`config.mk`:
```
export PLATFORM = sky130hd
export DESIGN_NAME = smc_slave
export DESIGN_NICKNAME = d
export VERILOG_FILES = /design/src/rtl/smc_pkg.sv /design/src/rtl/smc_slave.sv /design/src/rtl/smc_sync.sv /design/src/rtl/smc_pec.sv
export VERILOG_INCLUDE_DIRS = /design/src /design/src/rtl
export SDC_FILE = /design/constraint.sdc
export NUM_CORES = 1
export LEC_CHECK = 0
export ABC_AREA = 1
export BUFFER_PORTS_ARGS = -buffer_cell sky130_fd_sc_hd__buf_4
export CAP_MARGIN = 40
export CORE_MARGIN = 1.5
export CORE_UTILIZATION = 36
export DETAILED_ROUTE_END_ITERATION = 8
export PLACE_DENSITY = 0.61
export SLEW_MARGIN = 20
export SYNTH_ARGS = -nofsm -noshare
export SYNTH_HDL_FRONTEND = slang
export SYNTH_SLANG_ARGS = --single-unit
```
`constraint.sdc`:
```
create_clock -name i_ref_clk -period 2.51 [get_ports i_ref_clk]
set_input_delay 0.502 -clock i_ref_clk [delete_from_list [all_inputs] [get_ports i_ref_clk]]
set_output_delay 0.502 -clock i_ref_clk [all_outputs]
set_load 0.01 [all_outputs]
```
`src/rtl/smc_defs.svh`:
```
`ifndef SMC_DEFS_SVH
`define SMC_DEFS_SVH

// Fixed upper slave address bits 6:3
`define SMC_ADDR_HI    4'hD
// Command codes
`define SMC_CMD_WRITE  8'hBE
`define SMC_CMD_RDREQ  8'hBA
`define SMC_CMD_RDBLK  8'hBD
`define SMC_CMD_PCALL  8'hCD
// Byte counts
`define SMC_WR_COUNT   8'h08
`define SMC_RD_COUNT   8'h04
// Operation field of the first command byte
`define SMC_OP_WR      3'h3
`define SMC_OP_RD      3'h4
// Packet error code polynomial x^8+x^2+x+1
`define SMC_PEC_POLY   8'h07
// Byte positions within a write phase
`define SMC_POS_ADR    4'h0
`define SMC_POS_CMD    4'h1
`define SMC_POS_CNT    4'h2
`define SMC_POS_CB1    4'h3
`define SMC_POS_CB4    4'h6
`define SMC_POS_RPEC   4'h7
`define SMC_POS_D4     4'hA
`define SMC_POS_WPEC   4'hB
`define SMC_POS_MAX    4'hF
// Read phase: count, four data bytes, error code
`define SMC_TX_LAST    3'h5
`define SMC_BIT_LAST   4'h7
`define SMC_BIT_FULL   4'h8

`endif

```
`src/rtl/smc_pkg.sv`:
```
package smc_pkg;

   typedef enum logic [2:0] {
      smc_idle,
      smc_rx,
      smc_ack,
      smc_tx,
      smc_txack
   } smc_state_t;

   // Open-drain pin drive
   typedef struct packed {
      logic o;
      logic oe;
   } smc_od_t;

   // Configuration space access
   typedef struct packed {
      logic        wr;
      logic [4:0]  port;
      logic [9:0]  addr;
      logic [3:0]  be;
      logic [31:0] wdata;
   } smc_cfg_req_t;

endpackage : smc_pkg

```
`src/rtl/smc_slave.sv`:
```
`timescale 1ns/1ns
`include "smc_defs.svh"

// Operation
// RULE_01: Acts only as bus slave; receives and returns bytes on clock and data lines.
// RULE_02: Master reads and writes every read/write configuration register.
// RULE_03: Read-only and preloaded registers are also readable and writable.
// RULE_04: Address bits 2:0 follow the three strap pins, lowest pin to bit 0.
// RULE_05: Address bits 6:3 fixed at one, zero, one, one; the code fixes them at one, one, zero, one (4'hD).
// RULE_06: Software may replace the whole 7-bit slave address.
// RULE_07: Only block write, block read and the process call are supported.
// RULE_08: Packet error code is checked on receive and generated on returned data.
// RULE_09: Block write with code BEh writes a configuration register.
// RULE_10: Block write BAh then block read BDh returns register contents.
// RULE_11: Process call with BAh then CDh returns register data in read phase.
// RULE_12: Register write byte count is eight; error code byte not counted.
// RULE_13: Wrong code or count is refused from that byte through packet end.
// RULE_14: Failing error code drops the write and refuses that byte unless disabled.
// RULE_15: First command byte bits 2:0: 011b write, 100b read.
// RULE_16: Only a matching 7-bit address is acknowledged.
module smc_slave (
   // Clock and reset
   input  wire logic                  i_ref_clk,
   input  wire logic                  i_rst,
   // Bus pins
   input  wire logic                  i_scl,
   input  wire logic                  i_sda,
   output smc_pkg::smc_od_t           o_scl,
   output smc_pkg::smc_od_t           o_sda,
   // Address straps and control
   input  wire logic [2:0]            i_addr_strap,
   input  wire logic                  i_addr_we,
   input  wire logic [6:0]            i_addr_new,
   input  wire logic                  i_pec_chk_dis,
   output logic      [6:0]            o_addr,
   // Configuration space port
   output logic                       o_cfg_req,
   output smc_pkg::smc_cfg_req_t      o_cfg,
   input  wire logic                  i_cfg_ack,
   input  wire logic [31:0]           i_cfg_rdata
);
   import smc_pkg::*;

   ////////////////////////////////////////////////////////////////////////////
   logic [4:0]   pins;
   logic         scl_f;
   logic         sda_f;
   logic [2:0]   strap_f;
   logic         scl_q;
   logic         sda_q;
   logic         scl_rise;
   logic         scl_fall;
   logic         start;
   logic         stop;
   logic [7:0]   crc;
   logic         pec_en;
   logic         sw_set;
   logic         next_sw_set;
   logic [6:0]   next_addr;

   smc_sync #(
      .W    (5),
      .INIT (5'h1F)
   ) u_sync (
      .i_ref_clk (i_ref_clk),
      .i_rst     (i_rst),
      .i_async   ({i_scl, i_sda, i_addr_strap}),
      .o_level   (pins)
   );

   assign scl_f    = pins[4];
   assign sda_f    = pins[3];
   assign strap_f  = pins[2:0];
   assign scl_rise = scl_f & ~scl_q;
   assign scl_fall = ~scl_f & scl_q;
   assign start    = scl_f & scl_q & sda_q & ~sda_f;
   assign stop     = scl_f & scl_q & ~sda_q & sda_f;

   // Slave only: the clock line is never driven
   assign o_scl = '{o: 1'b0, oe: 1'b0}; // [RULE_01]

   ////////////////////////////////////////////////////////////////////////////
   // Slave address
   always_comb
   begin
      next_sw_set = sw_set | i_addr_we;
      if (i_addr_we)
         next_addr = i_addr_new; // [RULE_06]
      else if (!sw_set)
         next_addr = {`SMC_ADDR_HI, strap_f}; // [RULE_04] [RULE_05]
      else
         next_addr = o_addr;
   end

   always_ff @(posedge i_ref_clk)
   begin
      if (i_rst)
      begin
         sw_set <= 1'b0;
         o_addr <= {`SMC_ADDR_HI, 3'h7};
         scl_q  <= 1'b1;
         sda_q  <= 1'b1;
      end
      else
      begin
         sw_set <= next_sw_set;
         o_addr <= next_addr;
         scl_q  <= scl_f;
         sda_q  <= sda_f;
      end
   end

   ////////////////////////////////////////////////////////////////////////////
   // Protocol engine
   smc_state_t   st, next_st;
   logic [3:0]   bit_cnt, next_bit_cnt;
   logic [7:0]   sh, next_sh;
   logic [3:0]   pos, next_pos;
   logic [7:0]   cmd, next_cmd;
   logic         err, next_err;
   logic [31:0]  cb, next_cb;
   logic [31:0]  db, next_db;
   logic         wr_ok, next_wr_ok;
   logic         rd_arm, next_rd_arm;
   logic         rd_pend, next_rd_pend;
   logic         rd_valid, next_rd_valid;
   logic [31:0]  rd_data, next_rd_data;
   logic         txn, next_txn;
   logic         rd_phase, next_rd_phase;
   logic [2:0]   tx_idx, next_tx_idx;
   logic         mack, next_mack;
   logic         sda_oe, next_sda_oe;
   logic         next_cfg_req;
   smc_cfg_req_t next_cfg;
   logic         is_wr;
   logic         is_rd;
   logic         cmd_ok;
   logic         pec_ok;
   logic         byte_ok;

   function automatic logic [7:0] tx_byte(input logic [2:0] idx, input logic [31:0] d,
                                          input logic [7:0] c);
      case (idx)
         3'h0:    tx_byte = `SMC_RD_COUNT;
         3'h1:    tx_byte = d[31:24];
         3'h2:    tx_byte = d[23:16];
         3'h3:    tx_byte = d[15:8];
         3'h4:    tx_byte = d[7:0];
         default: tx_byte = c; // [RULE_08]
      endcase
   endfunction : tx_byte

   assign is_wr  = (cmd == `SMC_CMD_WRITE);
   assign is_rd  = (cmd == `SMC_CMD_RDREQ) | (cmd == `SMC_CMD_PCALL);
   assign cmd_ok = (sh == `SMC_CMD_WRITE) | (sh == `SMC_CMD_RDREQ) |
                   (sh == `SMC_CMD_RDBLK) | (sh == `SMC_CMD_PCALL); // [RULE_07]
   // Code includes the received error byte, so a good packet leaves zero
   assign pec_ok = (crc == 8'h00) | i_pec_chk_dis; // [RULE_08] [RULE_14]
   // Received bits enter at their fall so a repeated start's clock rise adds none; bit eight enters at its rise
   assign pec_en = (scl_rise & (st == smc_tx)) |
                   ((st == smc_rx) & ((scl_fall & (bit_cnt != 4'h0) & (bit_cnt != `SMC_BIT_FULL)) |
                                      (scl_rise & (bit_cnt == `SMC_BIT_LAST))));

   smc_pec u_pec (
      .i_ref_clk (i_ref_clk),
      .i_rst     (i_rst),
      .i_clr     (start & ~txn),
      .i_en      (pec_en),
      .i_bit     (sda_f),
      .o_crc     (crc)
   );

   // Acceptance of a data-phase byte
   always_comb
   begin
      byte_ok = 1'b0;
      if (pos == `SMC_POS_CNT)
         byte_ok = is_wr ? (sh == `SMC_WR_COUNT) : (is_rd & (sh == `SMC_RD_COUNT)); // [RULE_12]
      else if (pos == `SMC_POS_CB1)
         byte_ok = (is_wr | is_rd) & (sh[2:0] == (is_wr ? `SMC_OP_WR : `SMC_OP_RD)); // [RULE_15]
      else if (pos > `SMC_POS_CB1 && pos <= `SMC_POS_CB4)
         byte_ok = 1'b1;
      else if (pos == `SMC_POS_RPEC)
         byte_ok = is_wr | (is_rd & pec_ok);
      else if (pos > `SMC_POS_RPEC && pos <= `SMC_POS_D4)
         byte_ok = is_wr;
      else if (pos == `SMC_POS_WPEC)
         byte_ok = is_wr & pec_ok; // [RULE_14]
      byte_ok = byte_ok & ~err; // [RULE_13]
   end

   always_comb
   begin
      next_st       = st;
      next_bit_cnt  = bit_cnt;
      next_sh       = sh;
      next_pos      = pos;
      next_cmd      = cmd;
      next_err      = err;
      next_cb       = cb;
      next_db       = db;
      next_wr_ok    = wr_ok;
      next_rd_arm   = rd_arm;
      next_rd_pend  = rd_pend;
      next_rd_valid = rd_valid;
      next_rd_data  = rd_data;
      next_txn      = txn;
      next_rd_phase = rd_phase;
      next_tx_idx   = tx_idx;
      next_mack     = mack;
      next_sda_oe   = sda_oe;
      next_cfg_req  = 1'b0;
      next_cfg      = o_cfg;
      if (rd_pend && i_cfg_ack)
      begin
         next_rd_pend  = 1'b0;
         next_rd_valid = 1'b1;
         next_rd_data  = i_cfg_rdata;
      end
      if (start || stop)
      begin
         // Accepted packet is executed at its stop or repeated start
         if (wr_ok || rd_arm)
         begin
            next_cfg_req = 1'b1; // [RULE_02] [RULE_03]
            next_cfg     = '{wr: wr_ok, port: {cb[19:16], cb[15]}, addr: cb[9:0],
                             be: cb[13:10], wdata: db}; // [RULE_09]
            next_rd_pend = rd_arm; // [RULE_10] [RULE_11]
            if (rd_arm)
               next_rd_valid = 1'b0;
         end
         next_wr_ok    = 1'b0;
         next_rd_arm   = 1'b0;
         next_sda_oe   = 1'b0;
         next_bit_cnt  = 4'h0;
         next_pos      = `SMC_POS_ADR;
         next_err      = 1'b0;
         next_rd_phase = 1'b0;
         next_txn      = start;
         next_st       = start ? smc_rx : smc_idle;
      end
      else
      begin
         case (st)
            smc_rx:
            begin
               if (scl_rise && bit_cnt != `SMC_BIT_FULL)
               begin
                  next_sh      = {sh[6:0], sda_f};
                  next_bit_cnt = bit_cnt + 4'h1;
               end
               else if (scl_fall && bit_cnt == `SMC_BIT_FULL)
               begin
                  next_bit_cnt = 4'h0;
                  next_st      = smc_ack;
                  if (pos != `SMC_POS_MAX)
                     next_pos = pos + 4'h1;
                  if (pos == `SMC_POS_ADR)
                  begin
                     if (sh[7:1] != o_addr)
                        next_st = smc_idle; // [RULE_16]
                     else
                     begin
                        next_rd_phase = sh[0];
                        next_tx_idx   = 3'h0;
                        next_sda_oe   = ~sh[0] | (rd_valid & ((cmd == `SMC_CMD_RDBLK) |
                                        (cmd == `SMC_CMD_PCALL))); // [RULE_10] [RULE_11]
                     end
                  end
                  else if (pos == `SMC_POS_CMD)
                  begin
                     next_cmd    = sh;
                     next_err    = ~cmd_ok; // [RULE_13]
                     next_sda_oe = cmd_ok; // [RULE_07]
                     if (sh != `SMC_CMD_RDBLK)
                        next_rd_valid = 1'b0;
                  end
                  else
                  begin
                     next_err    = ~byte_ok; // [RULE_13]
                     next_sda_oe = byte_ok;
                     if (pos <= `SMC_POS_CB4)
                        next_cb = {cb[23:0], sh};
                     else if (pos <= `SMC_POS_D4)
                        next_db = {db[23:0], sh};
                     if (pos == `SMC_POS_CB4)
                        next_rd_arm = byte_ok & is_rd;
                     if (pos == `SMC_POS_RPEC && is_rd)
                        next_rd_arm = byte_ok;
                     if (pos == `SMC_POS_D4)
                        next_wr_ok = byte_ok;
                     if (pos == `SMC_POS_WPEC)
                        next_wr_ok = byte_ok; // [RULE_14]
                  end
               end
            end
            smc_ack:
            begin
               if (scl_fall)
               begin
                  next_sda_oe = 1'b0;
                  if (rd_phase)
                  begin
                     if (sda_oe)
                     begin
                        next_st     = smc_tx;
                        next_sh     = tx_byte(tx_idx, rd_data, crc);
                        next_sda_oe = ~next_sh[7];
                     end
                     else
                        next_st = smc_idle;
                  end
                  else
                     next_st = smc_rx;
               end
            end
            smc_tx:
            begin
               if (scl_fall)
               begin
                  if (bit_cnt == `SMC_BIT_LAST)
                  begin
                     next_sda_oe  = 1'b0;
                     next_bit_cnt = 4'h0;
                     next_st      = smc_txack;
                  end
                  else
                  begin
                     next_bit_cnt = bit_cnt + 4'h1;
                     next_sh      = {sh[6:0], 1'b0};
                     next_sda_oe  = ~sh[6];
                  end
               end
            end
            smc_txack:
            begin
               if (scl_rise)
                  next_mack = sda_f;
               else if (scl_fall)
               begin
                  if (!mack && tx_idx != `SMC_TX_LAST)
                  begin
                     next_tx_idx = tx_idx + 3'h1;
                     next_sh     = tx_byte(next_tx_idx, rd_data, crc); // [RULE_08]
                     next_sda_oe = ~next_sh[7];
                     next_st     = smc_tx;
                  end
                  else
                     next_st = smc_idle;
               end
            end
            default:
               next_st = smc_idle;
         endcase
      end
   end

   always_ff @(posedge i_ref_clk)
   begin
      if (i_rst)
      begin
         st        <= smc_idle;
         bit_cnt   <= 4'h0;
         sh        <= 8'h00;
         pos       <= `SMC_POS_ADR;
         cmd       <= 8'h00;
         err       <= 1'b0;
         cb        <= 32'h0000_0000;
         db        <= 32'h0000_0000;
         wr_ok     <= 1'b0;
         rd_arm    <= 1'b0;
         rd_pend   <= 1'b0;
         rd_valid  <= 1'b0;
         rd_data   <= 32'h0000_0000;
         txn       <= 1'b0;
         rd_phase  <= 1'b0;
         tx_idx    <= 3'h0;
         mack      <= 1'b1;
         sda_oe    <= 1'b0;
         o_cfg_req <= 1'b0;
         o_cfg     <= '0;
      end
      else
      begin
         st        <= next_st;
         bit_cnt   <= next_bit_cnt;
         sh        <= next_sh;
         pos       <= next_pos;
         cmd       <= next_cmd;
         err       <= next_err;
         cb        <= next_cb;
         db        <= next_db;
         wr_ok     <= next_wr_ok;
         rd_arm    <= next_rd_arm;
         rd_pend   <= next_rd_pend;
         rd_valid  <= next_rd_valid;
         rd_data   <= next_rd_data;
         txn       <= next_txn;
         rd_phase  <= next_rd_phase;
         tx_idx    <= next_tx_idx;
         mack      <= next_mack;
         sda_oe    <= next_sda_oe;
         o_cfg_req <= next_cfg_req;
         o_cfg     <= next_cfg;
      end
   end

   assign o_sda = '{o: 1'b0, oe: sda_oe};
endmodule : smc_slave

```
`src/rtl/smc_sync.sv`:
```
`timescale 1ns/1ns

module smc_sync #(
   parameter int          W    = 1,
   parameter logic [W-1:0] INIT = '0
) (
   // Clock and reset
   input  wire logic         i_ref_clk,
   input  wire logic         i_rst,
   // Pins and filtered levels
   input  wire logic [W-1:0] i_async,
   output logic      [W-1:0] o_level
);

   logic [W-1:0] s1;
   logic [W-1:0] s2;
   logic [W-1:0] s3;
   logic [W-1:0] next_level;

   // A change counts once stages two and three agree
   always_comb
   begin
      next_level = ((s2 ~^ s3) & s3) | ((s2 ^ s3) & o_level);
   end

   always_ff @(posedge i_ref_clk)
   begin
      if (i_rst)
      begin
         s1      <= INIT;
         s2      <= INIT;
         s3      <= INIT;
         o_level <= INIT;
      end
      else
      begin
         s1      <= i_async;
         s2      <= s1;
         s3      <= s2;
         o_level <= next_level;
      end
   end

endmodule : smc_sync

```
`src/rtl/smc_pec.sv`:
```
`timescale 1ns/1ns
`include "smc_defs.svh"

module smc_pec (
   // Clock and reset
   input  wire logic       i_ref_clk,
   input  wire logic       i_rst,
   // Bit stream
   input  wire logic       i_clr,
   input  wire logic       i_en,
   input  wire logic       i_bit,
   // Running code
   output logic      [7:0] o_crc
);

   logic [7:0] next_crc;

   // Bit-serial CRC-8, MSB first
   always_comb
   begin
      next_crc = o_crc;
      if (i_clr)
         next_crc = 8'h00;
      else if (i_en)
         next_crc = {o_crc[6:0], 1'b0} ^ ((o_crc[7] ^ i_bit) ? `SMC_PEC_POLY : 8'h00);
   end

   always_ff @(posedge i_ref_clk)
   begin
      if (i_rst)
         o_crc <= 8'h00;
      else
         o_crc <= next_crc;
   end

endmodule : smc_pec

```
**Word level (Yosys, flattened, before mapping)**

Cells that the tools add are included.

- Reduce and logical (&&, ||, !) cells: 38
- Add/sub/neg operators: 3
- Bitwise gates (word level): 57
- Eq/ne operators: 60
- Magnitude comparators: 4
- Multiplexer cells: 94

Operators by type and width:

| kind | number |
|---|---|
| $mux 8 | 19 |
| $pmux 8 s5 | 2 |
| $eq 8x8->1 const B | 8 |
| $mux 3 | 18 |
| $mux 1 | 40 |
| $pmux 8 s4 | 1 |
| $ne 2x2->1 const B | 11 |
| $and 1x1->1 | 20 |
| $eq 3x2->1 const B | 6 |
| $ne 3x3->1 const B | 6 |
| $not 1->1 | 18 |
| $reduce_and 6->1 | 3 |
| $reduce_and 9->1 | 2 |
| $mux 4 | 4 |
| $mux 7 | 2 |
| $reduce_and 7->1 | 2 |
| $eq 4x3->1 const B | 3 |
| $eq 4x4->1 const B | 3 |
| $or 1x1->1 | 12 |
| $pmux 3 s4 | 1 |
| $reduce_and 11->1 | 1 |
| $and 5x5->5 | 2 |
| $eq 3x1->1 const B | 3 |
| $eq 3x3->1 const B | 3 |
| other kinds (40) | 66 |

- Input bits: 49
- Logic and storage cells: 289
- Output and inout bits: 64
- Register bits: 214

**Longest topological paths before layout**

Gate-level depths: netlist (run 1).

- Depth in word-level cells: 15
- Gate-level depth with buffers: 15
- Gate-level depth less buffers: 15

**Hierarchy**

From an unflattened synthesis (run 1), not the netlist that was laid out.

- Cells, all modules: 1,200
- Area total of the unflattened synthesis: 9,369.0 sq um

By module, submodules not included:

| module | area each (sq um) | times used | sequential area each (sq um) | cells each |
|---|---|---|---|---|
| smc_slave | 8,381.8 | 1 | 3,703.6 | 1,094 |
| smc_sync | 629.4 | 1 | 400.4 | 57 |
| smc_pec | 357.8 | 1 | 160.2 | 49 |

**Least setup slack after synthesis (run 1)**

Ideal clock, no wire load.

- Kind: reg2reg
- Start point: register tx_idx[0]
- End point: register sda_oe
- Path slack: 479 ps
- Clock period less this slack: 2,031 ps
- Data required time: 2,390 ps
- Buffers on the path: 1
- Stages on the path, launching flop included: 12
- Setup time: 120 ps
- Arrival time: 1,911 ps
- Path through: dfxtp_1 > ha_1 > ha_1 > buf_2 > nand2_1 > nand4_2 > inv_1 > nand2_1 > nand3_1 > nand2_1 > nor3_1 > a21oi_1

- Cells in the longest elaborated chain, start to end: 13
- Elaborated cells on any way between the ends: 36
- Classes of those cells: 1 x add/sub; 10 x eq/ne; 19 x mux; 2 x bitwise; 4 x reduce/logical

RTL lines:

| item | RTL line | source |
|---|---|---|
| start: declaration | smc_slave.sv:130 | `logic [2:0] tx_idx, next_tx_idx;` |
| start signal: assignment | smc_slave.sv:400 | `tx_idx <= next_tx_idx;` |
| $add 3x1->3 | smc_slave.sv:343 | `next_tx_idx = tx_idx + 3'h1;` |
| $eq 3x3->1, or another cell as far along | smc_slave.sv:143 | `case (idx)` |
| $pmux 8 s5 | smc_slave.sv:143 |  |
| $mux 8 | smc_slave.sv:341 | `` if (!mack && tx_idx != `SMC_TX_LAST) `` |
| $mux 8 | smc_slave.sv:339 | `else if (scl_fall)` |
| $mux 8 | smc_slave.sv:337 | `if (scl_rise)` |
| $mux 8 | smc_slave.sv:244 | `case (st)` |
| $mux 8 | smc_slave.sv:220 | `if (start \|\| stop)` |
| $not 1->1 | smc_slave.sv:345 | `next_sda_oe = ~next_sh[7];` |
| $mux 1 | smc_slave.sv:341 |  |
| $mux 1 | smc_slave.sv:339 |  |
| $mux 1 | smc_slave.sv:337 |  |
| $pmux 1 s4 | smc_slave.sv:244 |  |
| end signal: assignment | smc_slave.sv:402 | `sda_oe <= next_sda_oe;` |
| end: declaration | smc_slave.sv:132 | `logic sda_oe, next_sda_oe;` |

Parallel ways exist; a longest one is shown, timed or not. The select of a mux whose other input is x is not followed.
A chain may end at the register's enable or synchronous reset.

**Final worst setup path (run 1)**

Same ends and word-level chain as after synthesis.

==> qor.txt, run 1 <==
WHS: 174 ps
Post-route cell area: 11000 um2
Number of DRC markers in iteration 0: 706
Register area: 4260 um2
Cells after Synth: 1197
Fill cells: 2648
F_max: 421 MHz
Row Count: 58
First-pass GRT wire length: 38000 um
CORE AREA: 25100 um2
CP dominant cell by count: nand2_1
Longest Clk Path Bufs: 3
Post-Place Worst Slack: 235 ps
Top FF cell, synth: dfxtp_1
Starting Density: 36.6%
DRT Wirelength: 23300 um
Mapped Area: 9200 um2
Ys Warns: 0
Most common cell in the synthesized netlist: dfxtp_1
Top-Level Pins: 113
Area occupied by multi-input gates: 3870 um2
CTS Root Cell: clkbuf_16
Ant. Diodes: 0
Gr usage total: 17.6%
CTS clock-pin slew for the worst setup and hold paths: 50 ps
Number of synthesized flops with an enable pin: 0
Slowest stage delay, CP: 360 ps
Drt drc: 0
Sequential cell area fraction in the yosys report: 46.3%
DP Area: 10300 um2
Die ar.: 26500 um2
Slew margin rel.: 57.6%
Yosys top cell area share: 46.3%
CTS tree: done
IO buf count: 109
Buf/Inv on CP: 1
Hold-fix buffer count after cts: 0
Post-DR vias/cell: 4.97
Ys async rst share: 0%
Wire per inst: 14.3 um
Layout cell share with drive strength beyond 1: 16.1%
RSZ-0062 raised after global routing: false
Fin crit period: 2370 ps
Fin nets: 1354
Pwr dens: 641 nW/um2
H-tree depth: 1
DP HPWL: 17000 um
Max-cap violations: 0
Synth top area cells: dfxtp_1, a21oi_1, o21ai_0, inv_1, nand2_1
Die span in y: 163 um
Status: finished, final reports clean
Num Clock Sinks: 213
Largest net degree at the start of global routing: 65
Vias in the first global route: 7471
Worst setup margin: 136 ps
Clk_lat worst skew: 520 ps
Fin. Hold Viols: 0
Hold WC Path Type: in -> reg
Final period utilization: 94.6%
Worst-path maximum fanout: 10
Critical path's top delay family: simple AND/OR/NAND/NOR gates
Hold Crit Start: i_addr_strap[1]
Critical register-to-register path startpoint: tx_idx[0]$_SDFFE_PP0P_
Slew @ Worst Pin: 634 ps
Top cells by count, synth: dfxtp_1, inv_1, a21oi_1
CP endpoint kind: flop
Area growth syn-to-layout: 20.1%
CTS Buf Count: 23
Worst setup SP type: flop
Clock skew: 10.9 ps
1st-pass router iterations: 5
Setup TNS: 0 ps
Via count: 8100
Maximum vdd drop: 0.427 mV
Gr ovfl total: 0
Arrival @ worst endpoint: 2770 ps
Max-slew violations: 0
GPL Wtd Cong: 0.896
Req. time, crit path: 2910 ps
Cell breakdown of the critical path: ha_1 -> ha_1 -> nand2_1 -> nand4_2 -> inv_1 -> nand2_1 -> nand3_1 -> nand2_1 -> nor3_1 -> a21oi_1
Die Width: 163 um
Syn avg cell area: 7.69 um2
DRT antenna net count: 0
Leak: 4.33 nW
Yosys top cell by area: dfxtp_1
WS Path Type: reg -> reg
Final setup fails: 0
Netlist cell types: 43
Antenna violations before repair: 0
Worst setup startpoint: tx_idx[0]$_SDFFE_PP0P_
Flops & latches, synth: 213
Slowest CP cell: ha_1
==> placed cells by master (no fill, tap or decap), types with 4 or more instances in the layout <==
| cell type | netlist | final |
|---|---|---|
| a211oi_1 | 4 | 4 |
| a211oi_2 | 5 | 5 |
| a21oi_1 | 191 | 191 |
| buf_12 | 0 | 5 |
| buf_4 | 5 | 121 |
| clkbuf_1 | 34 | 6 |
| clkbuf_16 | 0 | 23 |
| clkinv_2 | 1 | 5 |
| dfxtp_1 | 213 | 213 |
| ha_1 | 17 | 17 |
| inv_1 | 194 | 193 |
| inv_2 | 7 | 7 |
| nand2_1 | 104 | 104 |
| nand2_2 | 6 | 6 |
| nand3_1 | 30 | 30 |
| nand4_1 | 6 | 6 |
| nor2_1 | 54 | 54 |
| nor2_2 | 5 | 5 |
| nor3_1 | 14 | 14 |
| o211ai_1 | 6 | 6 |
| o21ai_0 | 149 | 149 |
| o21ai_1 | 31 | 31 |
| o221ai_1 | 5 | 5 |
| o22ai_1 | 28 | 28 |
| o31ai_1 | 9 | 9 |
| or2_2 | 16 | 16 |
| xor2_1 | 11 | 11 |
==> timing repair <==
action / CTS / global route
endpoints found under the setup margin: 0 / 2
buffers inserted: 0 / 0
gates resized for setup: 0 / 1
==> power by group <==
part | switching, mW | total, mW | internal [mW] | leakage (nW)
clock network | 1.32 | 3.28 | 1.97 | 0.357
logic | 0.203 | 0.350 | 0.147 | 2.25
registers | 0.0305 | 3.44 | 3.41 | 1.72
total | 1.55 | 7.08 | 5.53 | 4.33
==> layer usage <==
layer | wire length (um) | vias up | global-route usage [%]
met5 | 0 | - | 0
met4 | 513 | 0 | 4.25
met3 | 1020 | 34 | 2.29
met2 | 10800 | 195 | 29.4
met1 | 11000 | 3719 | 23.9
li1 | - | 4152 | -
==> final timing paths <==
check | to | slack, ps | cells past startpoint
worst max-delay path | sda_oe$_SDFFE_PP0P_ | 140 | 10
worst min-delay path | u_sync.s1[1]$_SDFF_PP1_ | 170 | 2
worst max register to register | sda_oe$_SDFFE_PP0P_ | 140 | 10
worst min register to register | u_sync.s2[2]$_SDFF_PP1_ | 410 | 1
==> worst reg2reg max path, delay by kind of cell, from the launching register on <==
kind,cells,cell delay [ps]
AOI/OAI and AO/OA,1,90
adders and majority gates,2,570
buffers and inverters,1,260
DFF,1,350
and+or+nand+nor,6,1000
==> area by class of cell <==
| cell class | count | area share [%] |
|---|---|---|
| flip-flops and latches | 213 | 38.6 |
| repair buffers | 127 | 9.18 |
| clock inverters | 6 | 0.759 |
| inverters | 202 | 6.89 |
| well taps | 330 | 3.74 |
| clock buffers | 32 | 5.79 |
| multi-input cells | 721 | 35.0 |
==> logic make-up after synthesis <==
| group | after synthesis | share of synthesized area (%) |
|---|---|---|
| compound gates | 443 | 26.1 |
| xor+xnor | 13 | 1.24 |
| fa+ha+maj | 17 | 2.31 |
| buf+inv | 265 | 11.8 |
| flops | 213 | 46.3 |
| other cells | 1 | 0.0408 |
| simple gates | 245 | 12.1 |
==> registers in the layout, indices dropped and copies added, names as in the netlist, 7 cells and up <==
| register | cells |
|---|---|
| o_cfg | 52 |
| o_addr | 7 |
| cb | 19 |
| cmd | 8 |
| sh | 8 |
| u_pec.o_crc | 8 |
| db | 32 |
| rd_data | 32 |
==> per-stage QoR <==
stage	utilization (%)	instances	total power, mW
final	44.0	1631	7.08
after global routing	44.0	1631	7.34
after CTS	44.0	1631	7.16
after detailed placement	41.1	1593	3.87
after global placement	41.1	1592	3.86
after floorplan	-	1199	3.72
Note: power is estimated with default switching activity, not from simulation.
==> run 2: changes to the inputs <==
Settings changed: ABC_AREA 1 to not set.
==> qor.txt, run 2 <==
GPL Wtd Cong: 0.869
Layout cell share with drive strength beyond 1: 17.8%
Ys Warns: 0
Slowest CP cell: ha_1
Die ar.: 26500 um2
Die Width: 163 um
Sequential cell area fraction in the yosys report: 46.4%
CTS clock-pin slew for the worst setup and hold paths: 60 ps
Clock power frac: 49.7%
F_max: 439 MHz
DRT Wirelength: 23500 um
CORE AREA: 25100 um2
H-tree depth: 1
Final period utilization: 90.8%
Gr usage total: 17.4%
Worst-path maximum fanout: 17
1st-pass router iterations: 9
Area growth syn-to-layout: 21.8%
Slowest stage delay, CP: 620 ps
Worst setup SP type: flop
Row Count: 58
Die span in y: 163 um
Arrival @ worst endpoint: 2720 ps
Starting Density: 36.6%
Pint: 5.73 mW
Buf/Inv on CP: 0
Slew margin rel.: 49.6%
Hold WC Path Type: in -> reg
Switching part of the total power: 21.4%
Post-placement cell count: 1516
Fin. Hold Viols: 0
Top FF cell, synth: dfxtp_1
Ys async rst share: 0%
Yosys top cell area share: 46.4%
Drt drc: 0
Max-cap violations: 0
CP dominant cell by count: ha_1
Mapped Area: 9200 um2
Finished Core Util: 44.6%
Pwr dens: 651 nW/um2
Synth top area cells: dfxtp_1, nand2_1, a21oi_1, mux2i_1, nor2_1
Top-Level Pins: 113
DP HPWL: 16300 um
Yosys top cell by area: dfxtp_1
Fin crit period: 2280 ps
WHS: 159 ps
Largest net degree at the start of global routing: 77
Syn avg cell area: 8.16 um2
Slew @ Worst Pin: 757 ps
Critical path's top delay family: compound AO/OA/AOI/OAI gates
Max-slew violations: 0
Longest Clk Path Bufs: 3
Cells after Synth: 1127
CP endpoint kind: flop
Fin nets: 1279
Maximum vdd drop: 0.472 mV
Cell breakdown of the critical path: ha_1 -> ha_1 -> a21oi_2 -> a21o_1 -> o32ai_1 -> a31o_1 -> a21oi_1 -> a211oi_1
Fill cells: 2578
Non-Filler Instances: 1562
Most common cell in the synthesized netlist: nand2_1
DRT antenna net count: 0
Final setup fails: 0
Antenna violations before repair: 0
Flops & latches, synth: 213
Netlist cell types: 70
Critical path depth in cells: 8
Wire per inst: 15.1 um
Gr ovfl total: 0
CTS Root Cell: clkbuf_16
Via count: 7979
Num Clock Sinks: 213
Final Total Pwr: 7.30 mW
Req. time, crit path: 2950 ps
Status: finished, final reports clean
Commonest non-fill, non-tap cells in the layout: nand2_1, dfxtp_1, a21oi_1, buf_4, nor2_1
Number of DRC markers in iteration 0: 704
IO buf count: 109
Number of synthesized flops with an enable pin: 0
R2r worst-path depth: 8
Leak: 4.25 nW
Clk_lat worst skew: 520 ps
Top cells by count, synth: nand2_1, dfxtp_1, a21oi_1
Post-CTS Setup Bufs: 0
Setup TNS: 0 ps
Commonest non-fill, non-tap cell in the layout: nand2_1
CTS Buf Count: 25
Largest regs: o_cfg: 52 flops, db: 32 flops, rd_data: 32 flops
First-pass GRT wire length: 38000 um
Ant. Diodes: 0
WS Path Type: reg -> reg
Vias in the first global route: 7491
Comb power frac: 3.3%
Post-DR vias/cell: 5.11
Clock skew: 13.1 ps
CTS tree: done
RSZ-0062 raised after global routing: false
Net Sw Power: 1.56 mW
Worst Hold Path Cells: 2
Number of flip-flops in the largest register: 52
Sequential Power Share: 47.0%
Top reg by flops: o_cfg
run 2: cell count changes in the layout (fill, tap and decap cells not counted), moves of 10 or more:
cell,before,now
inv_1,193,14
nand2_1,104,275
o21ai_0,149,17
mux2i_1,0,41
o21ai_1,31,3
o22ai_1,28,7
a21oi_1,191,171
nand3_1,30,10
nor2_1,54,74
buf_4,121,140
nor2b_1,0,17
a221oi_1,3,13
run 2: final cells by class:
cell class	count	area, um2	share of cell area, %
Timing Repair Buffer	143	1090	9.70
Sequential cell	213	4270	38.1
Inverter	14	52.6	0.469
Tap cell	330	413	3.68
Clock buffer	36	727	6.49
Multi-Input combinational cell	816	4550	40.6
Clock inverter	10	110	0.983
run 2: logic make-up (layout without fill, tap and decap cells):
group	count (synthesis)	in the layout	synth area share [%]
xor gates and xnor gates	14	14	1.33
muxes	44	44	4.83
and+or+nand+nor	453	453	21.9
DFF	213	213	46.4
adders and majority gates	17	17	2.31
AOI/OAI and AO/OA	285	285	18.8
buffers and inverters	100	203	4.41
other	1	3	0.0408
run 2: per-stage QoR:
stage,worst slack [ps],area (um2)
5_1_grt,8.33,11200
6_report,231,11200
3_3_place_gp,256,10400
3_5_place_dp,220,10400
4_1_cts,194,11200
2_1_floorplan,155,9210
run 2: metal layers:
layer | wire [um] | GRT usage [%]
met1 | 11000 | 23.1
met3 | 1200 | 3.03
met5 | 0 | 0
met2 | 10900 | 29.1
met4 | 442 | 4.71
run 2: what timing repair did:
action,in CTS,in global routing
endpoints found under the setup margin,0,2
gates resized for setup,0,2
hold buffers,0,0
hold endpoints to repair,0,0
run 2: final timing paths:
kind                                start                 endpoint  slack [ps]
setup reg to reg   tx_idx[0]$_SDFFE_PP0P_      sda_oe$_SDFFE_PP0P_         230
setup / recovery   tx_idx[0]$_SDFFE_PP0P_      sda_oe$_SDFFE_PP0P_         230
hold / removal                      i_sda  u_sync.s1[3]$_SDFF_PP1_         160
hold reg to reg   u_sync.s1[2]$_SDFF_PP1_  u_sync.s2[2]$_SDFF_PP1_         410
run 2: worst reg2reg max path: stages, from the launching register on:
cell and delay, ps:
dfxtp_2 340, ha_1 200, ha_1 620, a21oi_2 210, a21o_1 240, o32ai_1 160, a31o_1 150, a21oi_1 70
a211oi_1 210
run 2: power by group through the flow:
stage / Clock (mW) / Sequential [mW] / Combinational, mW
after CTS: 3.72 / 3.43 / 0.240
after detailed placement: 0 / 3.50 / 0.239
after global placement: 0 / 3.50 / 0.237
after global routing: 3.87 / 3.43 / 0.264
after floorplan: 0 / 3.49 / 0.139
final: 3.63 / 3.43 / 0.240
